<file path="src/rtl/gdp_pkg.sv">
/*
  Shared constants, types and the register decoder for the auxiliary
  GPIO data port and watchdog control slice.
  Assumes one 20 MHz clock and an APB master with 32-bit data.
*/
// Notes on behaviour
// Enabled force line rising edge forces timeout
// Force-timeout bit works regardless of line enable
// One timeout per rising edge, no retrigger
// Self-clearing edge pulse ORed with force bit
// Bit 4 enables secondary watchdog, default off
// Software writes zeros to bits 7:5
// Group-1 register bits map to pins 0-7
// Group-2 register bits 0-5 only, 6-7 reserved
// Group-4 register implements only bit 7
// Group-6 register bits map to pins 0-7
// Group-7 register bits map to pins 0-7
// Low alias indices outside configuration mode
// Input pin read latches pin with polarity
// Writes to input pins are ignored
// Output pin driven by bit with polarity
// Output pin read returns stored bit
// Force bit write-only, self-clearing, single event
// Status reads 1 after any timeout event
// Direction and polarity come from outside inputs
package gdp_pkg;

  // Register indices; byte address is four times the index
  localparam logic [7:0] GDP_IDX_WDT = 8'hF4;
  localparam logic [7:0] GDP_IDX_GRP1 = 8'hF6;
  localparam logic [7:0] GDP_IDX_GRP2 = 8'hF7;
  localparam logic [7:0] GDP_IDX_GRP4 = 8'hF8;
  localparam logic [7:0] GDP_IDX_GRP6 = 8'hFA;
  localparam logic [7:0] GDP_IDX_GRP7 = 8'hFB;
  localparam logic [7:0] GDP_ALS_GRP1 = 8'h01;
  localparam logic [7:0] GDP_ALS_GRP2 = 8'h02;
  localparam logic [7:0] GDP_ALS_WDT = 8'h03;
  localparam logic [7:0] GDP_ALS_GRP4 = 8'h04;
  localparam logic [7:0] GDP_ALS_GRP6 = 8'h05;
  localparam logic [7:0] GDP_ALS_GRP7 = 8'h06;

  // Slots of the five pin groups
  localparam logic [2:0] GDP_SLOT_G1 = 3'h0;
  localparam logic [2:0] GDP_SLOT_G2 = 3'h1;
  localparam logic [2:0] GDP_SLOT_G4 = 3'h2;
  localparam logic [2:0] GDP_SLOT_G6 = 3'h3;
  localparam logic [2:0] GDP_SLOT_G7 = 3'h4;

  typedef logic [4:0][7:0] gdp_pins_t;

  // Implemented pins per slot, slot 4 leftmost
  localparam gdp_pins_t GDP_GPIO_MASK = 40'hFF_FF80_3FFF;
  localparam gdp_pins_t GDP_GPIO_RST = 40'h00_0000_0000;

  // Watchdog control fields
  localparam int GDP_WDT_STATUS = 0;
  localparam int GDP_WDT_LED = 1;
  localparam int GDP_WDT_FORCE = 2;
  localparam int GDP_WDT_KBC_EN = 3;
  localparam int GDP_WDT_SECONDARY_SMI_WATCHDOG_EN = 4;
  localparam logic [7:0] GDP_WDT_STORE_MASK = 8'h1B;
  localparam logic [7:0] GDP_WDT_RST = 8'h00;

  typedef struct packed {
    logic psel;
    logic penable;
    logic pwrite;
    logic [11:0] paddr;
    logic [31:0] pwdata;
  } gdp_apb_req_s;

  typedef struct packed {
    logic pready;
    logic pslverr;
    logic [31:0] prdata;
  } gdp_apb_rsp_s;

  typedef struct packed {
    logic hit;
    logic wdt;
    logic [2:0] slot;
  } gdp_dec_s;

  typedef struct packed {
    gdp_pins_t data;
    gdp_pins_t pin_out;
    gdp_pins_t pin_oe;
    logic [7:0] watchdog_control;
    logic timeout;
    logic pready;
    logic pslverr;
    logic [7:0] rdata;
  } gdp_top_s;

  typedef struct packed {
    logic prev;
    logic pulse;
  } gdp_edge_s;

  function automatic gdp_dec_s gdp_decode(input logic [11:0] paddr, input logic cfg);
    gdp_dec_s d;
    d = '0;
    if (paddr[11:10] == 2'h0 && paddr[1:0] == 2'h0) begin
      d.hit = 1'b1;
      if (cfg) begin
        case (paddr[9:2])
          GDP_IDX_WDT: d.wdt = 1'b1;
          GDP_IDX_GRP1: d.slot = GDP_SLOT_G1;
          GDP_IDX_GRP2: d.slot = GDP_SLOT_G2;
          GDP_IDX_GRP4: d.slot = GDP_SLOT_G4;
          GDP_IDX_GRP6: d.slot = GDP_SLOT_G6;
          GDP_IDX_GRP7: d.slot = GDP_SLOT_G7;
          default: d.hit = 1'b0;
        endcase
      end else begin
        case (paddr[9:2])
          GDP_ALS_WDT: d.wdt = 1'b1;
          GDP_ALS_GRP1: d.slot = GDP_SLOT_G1;
          GDP_ALS_GRP2: d.slot = GDP_SLOT_G2;
          GDP_ALS_GRP4: d.slot = GDP_SLOT_G4;
          GDP_ALS_GRP6: d.slot = GDP_SLOT_G6;
          GDP_ALS_GRP7: d.slot = GDP_SLOT_G7;
          default: d.hit = 1'b0;
        endcase
      end
    end
    return d;
  endfunction : gdp_decode

endpackage : gdp_pkg

</file>
<file path="src/rtl/gdp_edge.sv">
/*
  Self-clearing rising-edge detector for the keyboard force line.
  Assumes the line is synchronous to clk_i.
*/
`timescale 1ns/100ps
module gdp_edge
  import gdp_pkg::*;
(
  input wire logic clk_i,
  input wire logic rst_n_i,
  input wire logic line_i,
  input wire logic en_i,
  output logic pulse_o
);

  gdp_edge_s s_q;
  gdp_edge_s s_d;

  always_comb begin
    s_d = s_q;
    // Level always tracked, so enabling while high cannot fire
    s_d.prev = line_i;
    s_d.pulse = en_i & line_i & ~s_q.prev;
  end

  always_ff @(posedge clk_i or negedge rst_n_i) begin
    if (!rst_n_i) begin
      s_q <= '0;
    end else begin
      s_q <= s_d;
    end
  end

  assign pulse_o = s_q.pulse;
endmodule : gdp_edge

</file>
<file path="src/rtl/gdp_top.sv">
/*
  GPIO data registers and watchdog control tail, reached over APB.
  Assumes pin direction, polarity and pin levels synchronous to clk_i,
  and an external watchdog counter reporting expiry on wdt_expire_i.
*/
`timescale 1ns/100ps
module gdp_top
  import gdp_pkg::*;
(
  input wire logic clk_i,
  input wire logic rst_n_i,
  input wire logic cfg_mode_i,
  input wire gdp_apb_req_s apb_i,
  output gdp_apb_rsp_s apb_o,
  input wire gdp_pins_t pin_dir_i,
  input wire gdp_pins_t pin_pol_i,
  input wire gdp_pins_t pin_i,
  output gdp_pins_t pin_o,
  output gdp_pins_t pin_oe_o,
  input wire logic kbc_force_line_i,
  input wire logic wdt_expire_i,
  output logic wdt_status_o,
  output logic led_toggle_en_o,
  output logic secondary_smi_watchdog_enable_o,
  output logic wdt_timeout_o
);

  gdp_top_s s_q;
  gdp_top_s s_d;
  gdp_dec_s dec;
  logic setup;
  logic done;
  logic force_req;
  logic kbc_pulse;
  logic trigger;
  logic [7:0] rd_byte;
  logic [7:0] wr_keep;

  gdp_edge u_edge (
    .clk_i(clk_i),
    .rst_n_i(rst_n_i),
    .line_i(kbc_force_line_i),
    .en_i(s_q.watchdog_control[GDP_WDT_KBC_EN]),
    .pulse_o(kbc_pulse)
  );

  always_comb begin
    dec = gdp_decode(apb_i.paddr, cfg_mode_i);
    setup = apb_i.psel & ~apb_i.penable;
    done = apb_i.psel & apb_i.penable & s_q.pready;
  end

  always_comb begin
    force_req = done & apb_i.pwrite & dec.hit & dec.wdt
      & apb_i.pwdata[GDP_WDT_FORCE];
  end

  // Byte seen by a read: outputs show the register, inputs the pin
  always_comb begin
    rd_byte = 8'h00;
    if (dec.wdt) begin
      // Force bit never reads back
      rd_byte = s_q.watchdog_control & GDP_WDT_STORE_MASK;
    end else begin
      rd_byte = s_q.data[dec.slot] & pin_dir_i[dec.slot];
      rd_byte = rd_byte | ((pin_i[dec.slot] ^ pin_pol_i[dec.slot])
        & ~pin_dir_i[dec.slot]);
      rd_byte = rd_byte & GDP_GPIO_MASK[dec.slot];
    end
  end

  // Bits of the addressed group that a write must leave alone
  always_comb begin
    wr_keep = ~(pin_dir_i[dec.slot] & GDP_GPIO_MASK[dec.slot]);
  end

  always_comb begin
    s_d = s_q;
    s_d.pready = 1'b0;
    s_d.pslverr = 1'b0;
    s_d.timeout = 1'b0;

    // Answer is prepared in the setup cycle, so no wait states
    if (setup) begin
      s_d.pready = 1'b1;
      s_d.pslverr = ~dec.hit;
      s_d.rdata = 8'h00;
      if (dec.hit && !apb_i.pwrite) begin
        s_d.rdata = rd_byte;
        if (!dec.wdt) begin
          // Input bits are latched by the read itself
          s_d.data[dec.slot] = rd_byte;
        end
      end
    end

    if (done && apb_i.pwrite && dec.hit) begin
      if (dec.wdt) begin
        s_d.watchdog_control = apb_i.pwdata[7:0] & GDP_WDT_STORE_MASK;
      end else begin
        s_d.data[dec.slot] = (s_q.data[dec.slot] & wr_keep)
          | (apb_i.pwdata[7:0] & ~wr_keep);
      end
    end

    // Line pulse and force bit share one trigger
    trigger = kbc_pulse | force_req;
    s_d.timeout = trigger;

    // Event beats a software clear in the same cycle
    if (trigger || wdt_expire_i) begin
      s_d.watchdog_control[GDP_WDT_STATUS] = 1'b1;
    end

    s_d.pin_out = (s_d.data ^ pin_pol_i) & GDP_GPIO_MASK;
    s_d.pin_oe = pin_dir_i & GDP_GPIO_MASK;
  end

  always_ff @(posedge clk_i or negedge rst_n_i) begin
    if (!rst_n_i) begin
      s_q.data <= GDP_GPIO_RST;
      s_q.pin_out <= GDP_GPIO_RST;
      s_q.pin_oe <= GDP_GPIO_RST;
      s_q.watchdog_control <= GDP_WDT_RST;
      s_q.timeout <= 1'b0;
      s_q.pready <= 1'b0;
      s_q.pslverr <= 1'b0;
      s_q.rdata <= 8'h00;
    end else begin
      s_q <= s_d;
    end
  end

  assign apb_o.pready = s_q.pready;
  assign apb_o.pslverr = s_q.pslverr;
  assign apb_o.prdata = {24'h00_0000, s_q.rdata};
  assign pin_o = s_q.pin_out;
  assign pin_oe_o = s_q.pin_oe;
  assign wdt_status_o = s_q.watchdog_control[GDP_WDT_STATUS];
  assign led_toggle_en_o = s_q.watchdog_control[GDP_WDT_LED];
  assign secondary_smi_watchdog_enable_o = s_q.watchdog_control[GDP_WDT_SECONDARY_SMI_WATCHDOG_EN];
  assign wdt_timeout_o = s_q.timeout;

  // Checks

  logic kbc_en;
  logic wdt_wr;
  logic wdt_rd;
  logic [7:0] cur_grp;

  assign cur_grp = s_q.data[dec.slot];
  assign kbc_en = s_q.watchdog_control[GDP_WDT_KBC_EN];
  assign wdt_wr = done & apb_i.pwrite & dec.hit & dec.wdt;
  assign wdt_rd = setup & ~apb_i.pwrite & dec.hit & dec.wdt;
endmodule : gdp_top

</file>
<file path="config.mk">
export PLATFORM = sky130hd
export DESIGN_NAME = gdp_top
export DESIGN_NICKNAME = d
export VERILOG_FILES = /design/src/rtl/gdp_pkg.sv /design/src/rtl/gdp_edge.sv /design/src/rtl/gdp_top.sv
export SDC_FILE = /design/constraint.sdc
export NUM_CORES = 1
export LEC_CHECK = 0
export BUFFER_PORTS_ARGS = -buffer_cell sky130_fd_sc_hd__buf_2
export CAP_MARGIN = 20
export CORE_MARGIN = 2
export CORE_UTILIZATION = 35
export CTS_CLUSTER_DIAMETER = 80
export CTS_CLUSTER_SIZE = 8
export DETAILED_ROUTE_END_ITERATION = 7
export MAX_ROUTING_LAYER = met4
export SETUP_SLACK_MARGIN = 0.05
export SLEW_MARGIN = 20
export SYNTH_ARGS = -nofsm -noshare
export SYNTH_HDL_FRONTEND = slang
export SYNTH_HIERARCHICAL = 1
export SYNTH_SLANG_ARGS = --single-unit
export TNS_END_PERCENT = 30
</file>
<file path="constraint.sdc">
create_clock -name clk_i -period 2 [get_ports clk_i]
set_clock_uncertainty 0.05 [all_clocks]
set_input_delay 0.1 -clock clk_i [delete_from_list [all_inputs] [get_ports clk_i]]
set_output_delay 0.1 -clock clk_i [all_outputs]
set_load 0.02 [all_outputs]
</file>
==> run summary <==
status: finished, violations left
violations in the final reports: hold timing, setup timing
placer congestion estimate: 0.996
CTS clk-pin slew, worst paths: 60 ps
synth unique cells: 83
multi-input logic area: 0.00488 mm2
Final period util: 143%
Syn Std Cell Area: 0.00788 mm2
worst-margin pin slew: 691 ps
Leakage: 5.93 nW
Slew Limit Fails: 0
Layout Nets: 1445
Tot GR Track Use: 28.0%
total grt overflow: 0
Tightest Hold Check Type: input pin to register
# IOs: 290
crit path launch type: input pin
HP Start: apb_i[4]
commonest non-fill, non-tap cell in the layout: buf_2
largest net degree at the start of global routing: 41
PwrDens: 534 mW/mm2
synth top area cells: dfrtp_1 (38%), buf_4 (11%), mux2i_1 (3.9%), o21ai_0 (3.2%), xor2_1 (3.2%)
reg2reg start: s_q[119]$_DFF_PN0_
worst r2r dst: pin_o[4]$_DFF_PN0_
Post-synth EDFFs: 0
hold depth: 2
area share of the largest cell type after synthesis: 37.8%
htree depth: 4
core area: 0.0220 mm2
average routed wire per standard cell: 21.8 um
Worst Setup Path Type: input pin to register
Rows: 54
Max transition margin: 53.7%
final hold violations: 1
Mean Syn Cell Area: 9.33 um2
share of flip-flops with an asynchronous set or reset: 100%
Required @ worst endpoint: 2280 ps
register area: 0.00298 mm2
Worst path max stage delay: 580 ps
Vias/cell: 5.44
Flop pwr share: 36.3%
Die X: 154 um
setup ws final: -866 ps
most frequent cells in the layout: buf_2 (220), buf_4 (188), dfrtp_1 (119)
DRC: 0
TritonCTS clock tree: yes
hold path endpoint: secondary_smi_watchdog_enable_o$_DFFE_PN0P_
fmax: 349 MHz
Worst Setup SP: apb_i[40]
dpl hpwl: 22900 um
antenna violation net count after detailed routing: 0
post-synthesis to final-layout area growth: 63.3%
peak supply drop: 0.452 mV
initial antenna violation count: 1
placed insts: 1412
slowest cell on the critical path: or4_4
Chip Height: 154 um
Clock Sinks: 119
Int Pwr: 4.94 mW
first-pass GRT wire length: 49000 um
Synth area leader: dfrtp_1
min cycle time layout: 2870 ps
cell family with most CP delay: compound AO/OA/AOI/OAI gates
Mapped Cells: 844
Final TNS setup: -57430 ps
Reg2Reg Depth: 10
Worst-Skew Late Latency: 430 ps
count of final setup violators: 83
R2R setup slack: -220 ps
Critical Path Fanout Max: 5
Yosys warnings: 6
unrepaired setup endpoints after global routing: yes
Post-Route WL: 34200 um
Comb power frac: 16.6%
Iter 0 DRT Violations: 688
fillers: 1824
buffers and inverters on the worst path: 2
clock power share: 47.0%
type of destination of the critical path: register
register area share after synthesis: 37.8%
#FFs+latches synth: 119
final cell count without fillers: 1565
starting density of the core: 35.9%
CP cell instances: buf_6 -> or4_4 -> or4_4 -> a21oi_4 -> buf_12 -> mux2_2 -> a221oi_2 -> o21ai_2 -> a21oi_4 -> o21ai_2 -> a22oi_2 -> xor2_1
layout cells sized above 1: 53.6%
NetSw: 1.92 mW
CTS buffer count: 17
Port Buffer Count: 223
Max Cap Viol: 0
clk buf depth: 2
Die Area: 0.0237 mm2
crit path DAT: 3150 ps
worst hold slack: -4.01 ps
vias: 8513
vias in the first global route: 8415
DR pass1 iterations: 8
top_reg_cell synth: dfrtp_1
CTS root buffer: clkbuf_16
switching part of the total: 28.0%
cells by family after synthesis:
logic type / Yosys count / synth area share [%]
DFF: 119 / 37.8
xor gates and xnor gates: 34 / 3.88
AOI/OAI and AO/OA: 260 / 23.8
and+or+nand+nor: 203 / 13.6
buffers and inverters: 182 / 14.9
other: 1 / 0.0476
muxes: 43 / 5.69
adders and majority gates: 2 / 0.318
through the flow:
step | hold WS (ps) | cell area, um2 | total power [mW] | setup WS, ps | utilization (%)
6_report | -4.01 | 12900 | 6.86 | -866 | 58.6
5_1_grt | 2.65 | 12900 | 7.09 | -917 | 58.6
4_1_cts | 4.33 | 12100 | 6.81 | -851 | 55.1
3_5_place_dp | 32.3 | 10000 | 3.42 | -1420 | 45.7
3_3_place_gp | 23.8 | 10000 | 3.42 | -1370 | 45.7
2_1_floorplan | -246 | 8170 | 3.09 | -1110 | -
power by group through the flow:
| stage | Sequential (mW) | Clock [mW] | Combinational (mW) |
|---|---|---|---|
| 2_1_floorplan | 2.53 | 0 | 0.555 |
| 3_3_place_gp | 2.54 | 0 | 0.881 |
| 3_5_place_dp | 2.54 | 0 | 0.885 |
| 4_1_cts | 2.49 | 3.25 | 1.06 |
| 5_1_grt | 2.50 | 3.38 | 1.21 |
| 6_report | 2.49 | 3.23 | 1.14 |
state kept, by name, summed over array words and instances (netlist names), 10 cells and up:
name and count:
s_q 40, pin_o 31, apb_o 10, pin_oe_o 31
worst register-to-register path, delay by kind of cell (launching register included):
kind | cells | cell delay [ps]
flops | 1 | 350
xor+xnor | 1 | 130
mux | 1 | 160
simple gates | 1 | 70
compound gates | 5 | 1170
buf+inv | 2 | 210
worst max-delay path by stage:
| stage | to | cells after the start |
|---|---|---|
| floorplan | pin_o[0]$_DFF_PN0_ | 14 |
| global placement | pin_o[26]$_DFF_PN0_ | 12 |
| detailed placement | pin_o[26]$_DFF_PN0_ | 12 |
| CTS | pin_o[34]$_DFF_PN0_ | 13 |
| global route | pin_o[26]$_DFF_PN0_ | 14 |
| finish | pin_o[27]$_DFF_PN0_ | 12 |
final cells by class:
cell class | instances | area share [%]
clock inverter | 15 | 1.38
multi-input combinational | 587 | 38.0
sequential | 119 | 23.2
tap | 280 | 2.72
inverter | 19 | 0.613
timing repair buffer | 526 | 30.8
timing repair inverter | 1 | 0.0681
antenna | 1 | 0.0195
clock buffer | 17 | 3.31
repair_timing:
item	CTS	global route
hold buffers	68	0
buffers inserted	29	19
hold endpoints to repair	169	0
setup endpoints to repair	84	84
pin swaps	59	44
gates resized for setup	121	115
gates cloned	5	2
per-layer routing:
layer  up-vias  part of all wire, %  track usage (%)
met2       502                   47             45.0
met4         0                  4.4             11.3
li1       3782                    -                -
met5         -                    0                -
met3       121                  8.6             6.37
met1      4108                   40             34.1
cell usage after synthesis, drive strengths merged (6+ instances only):
cell type and instances:
o31a 7, o211ai 8, a211oi 20, o21a 7, a31oi 12, a21o 7
a22o 6, and2 10, a21oi 55, nand3 32, o21ai 58, o22ai 15
buf 137, mux2 11, or3 12, nor2 30, nor3 17, or2 10
xor2 29, o31ai 7, mux2i 32, a32oi 6, a22oi 16, nor4 7
dfrtp 119, inv 19, clkbuf 26, nand2 52
No activity file was read; power rests on OpenSTA's default activity.
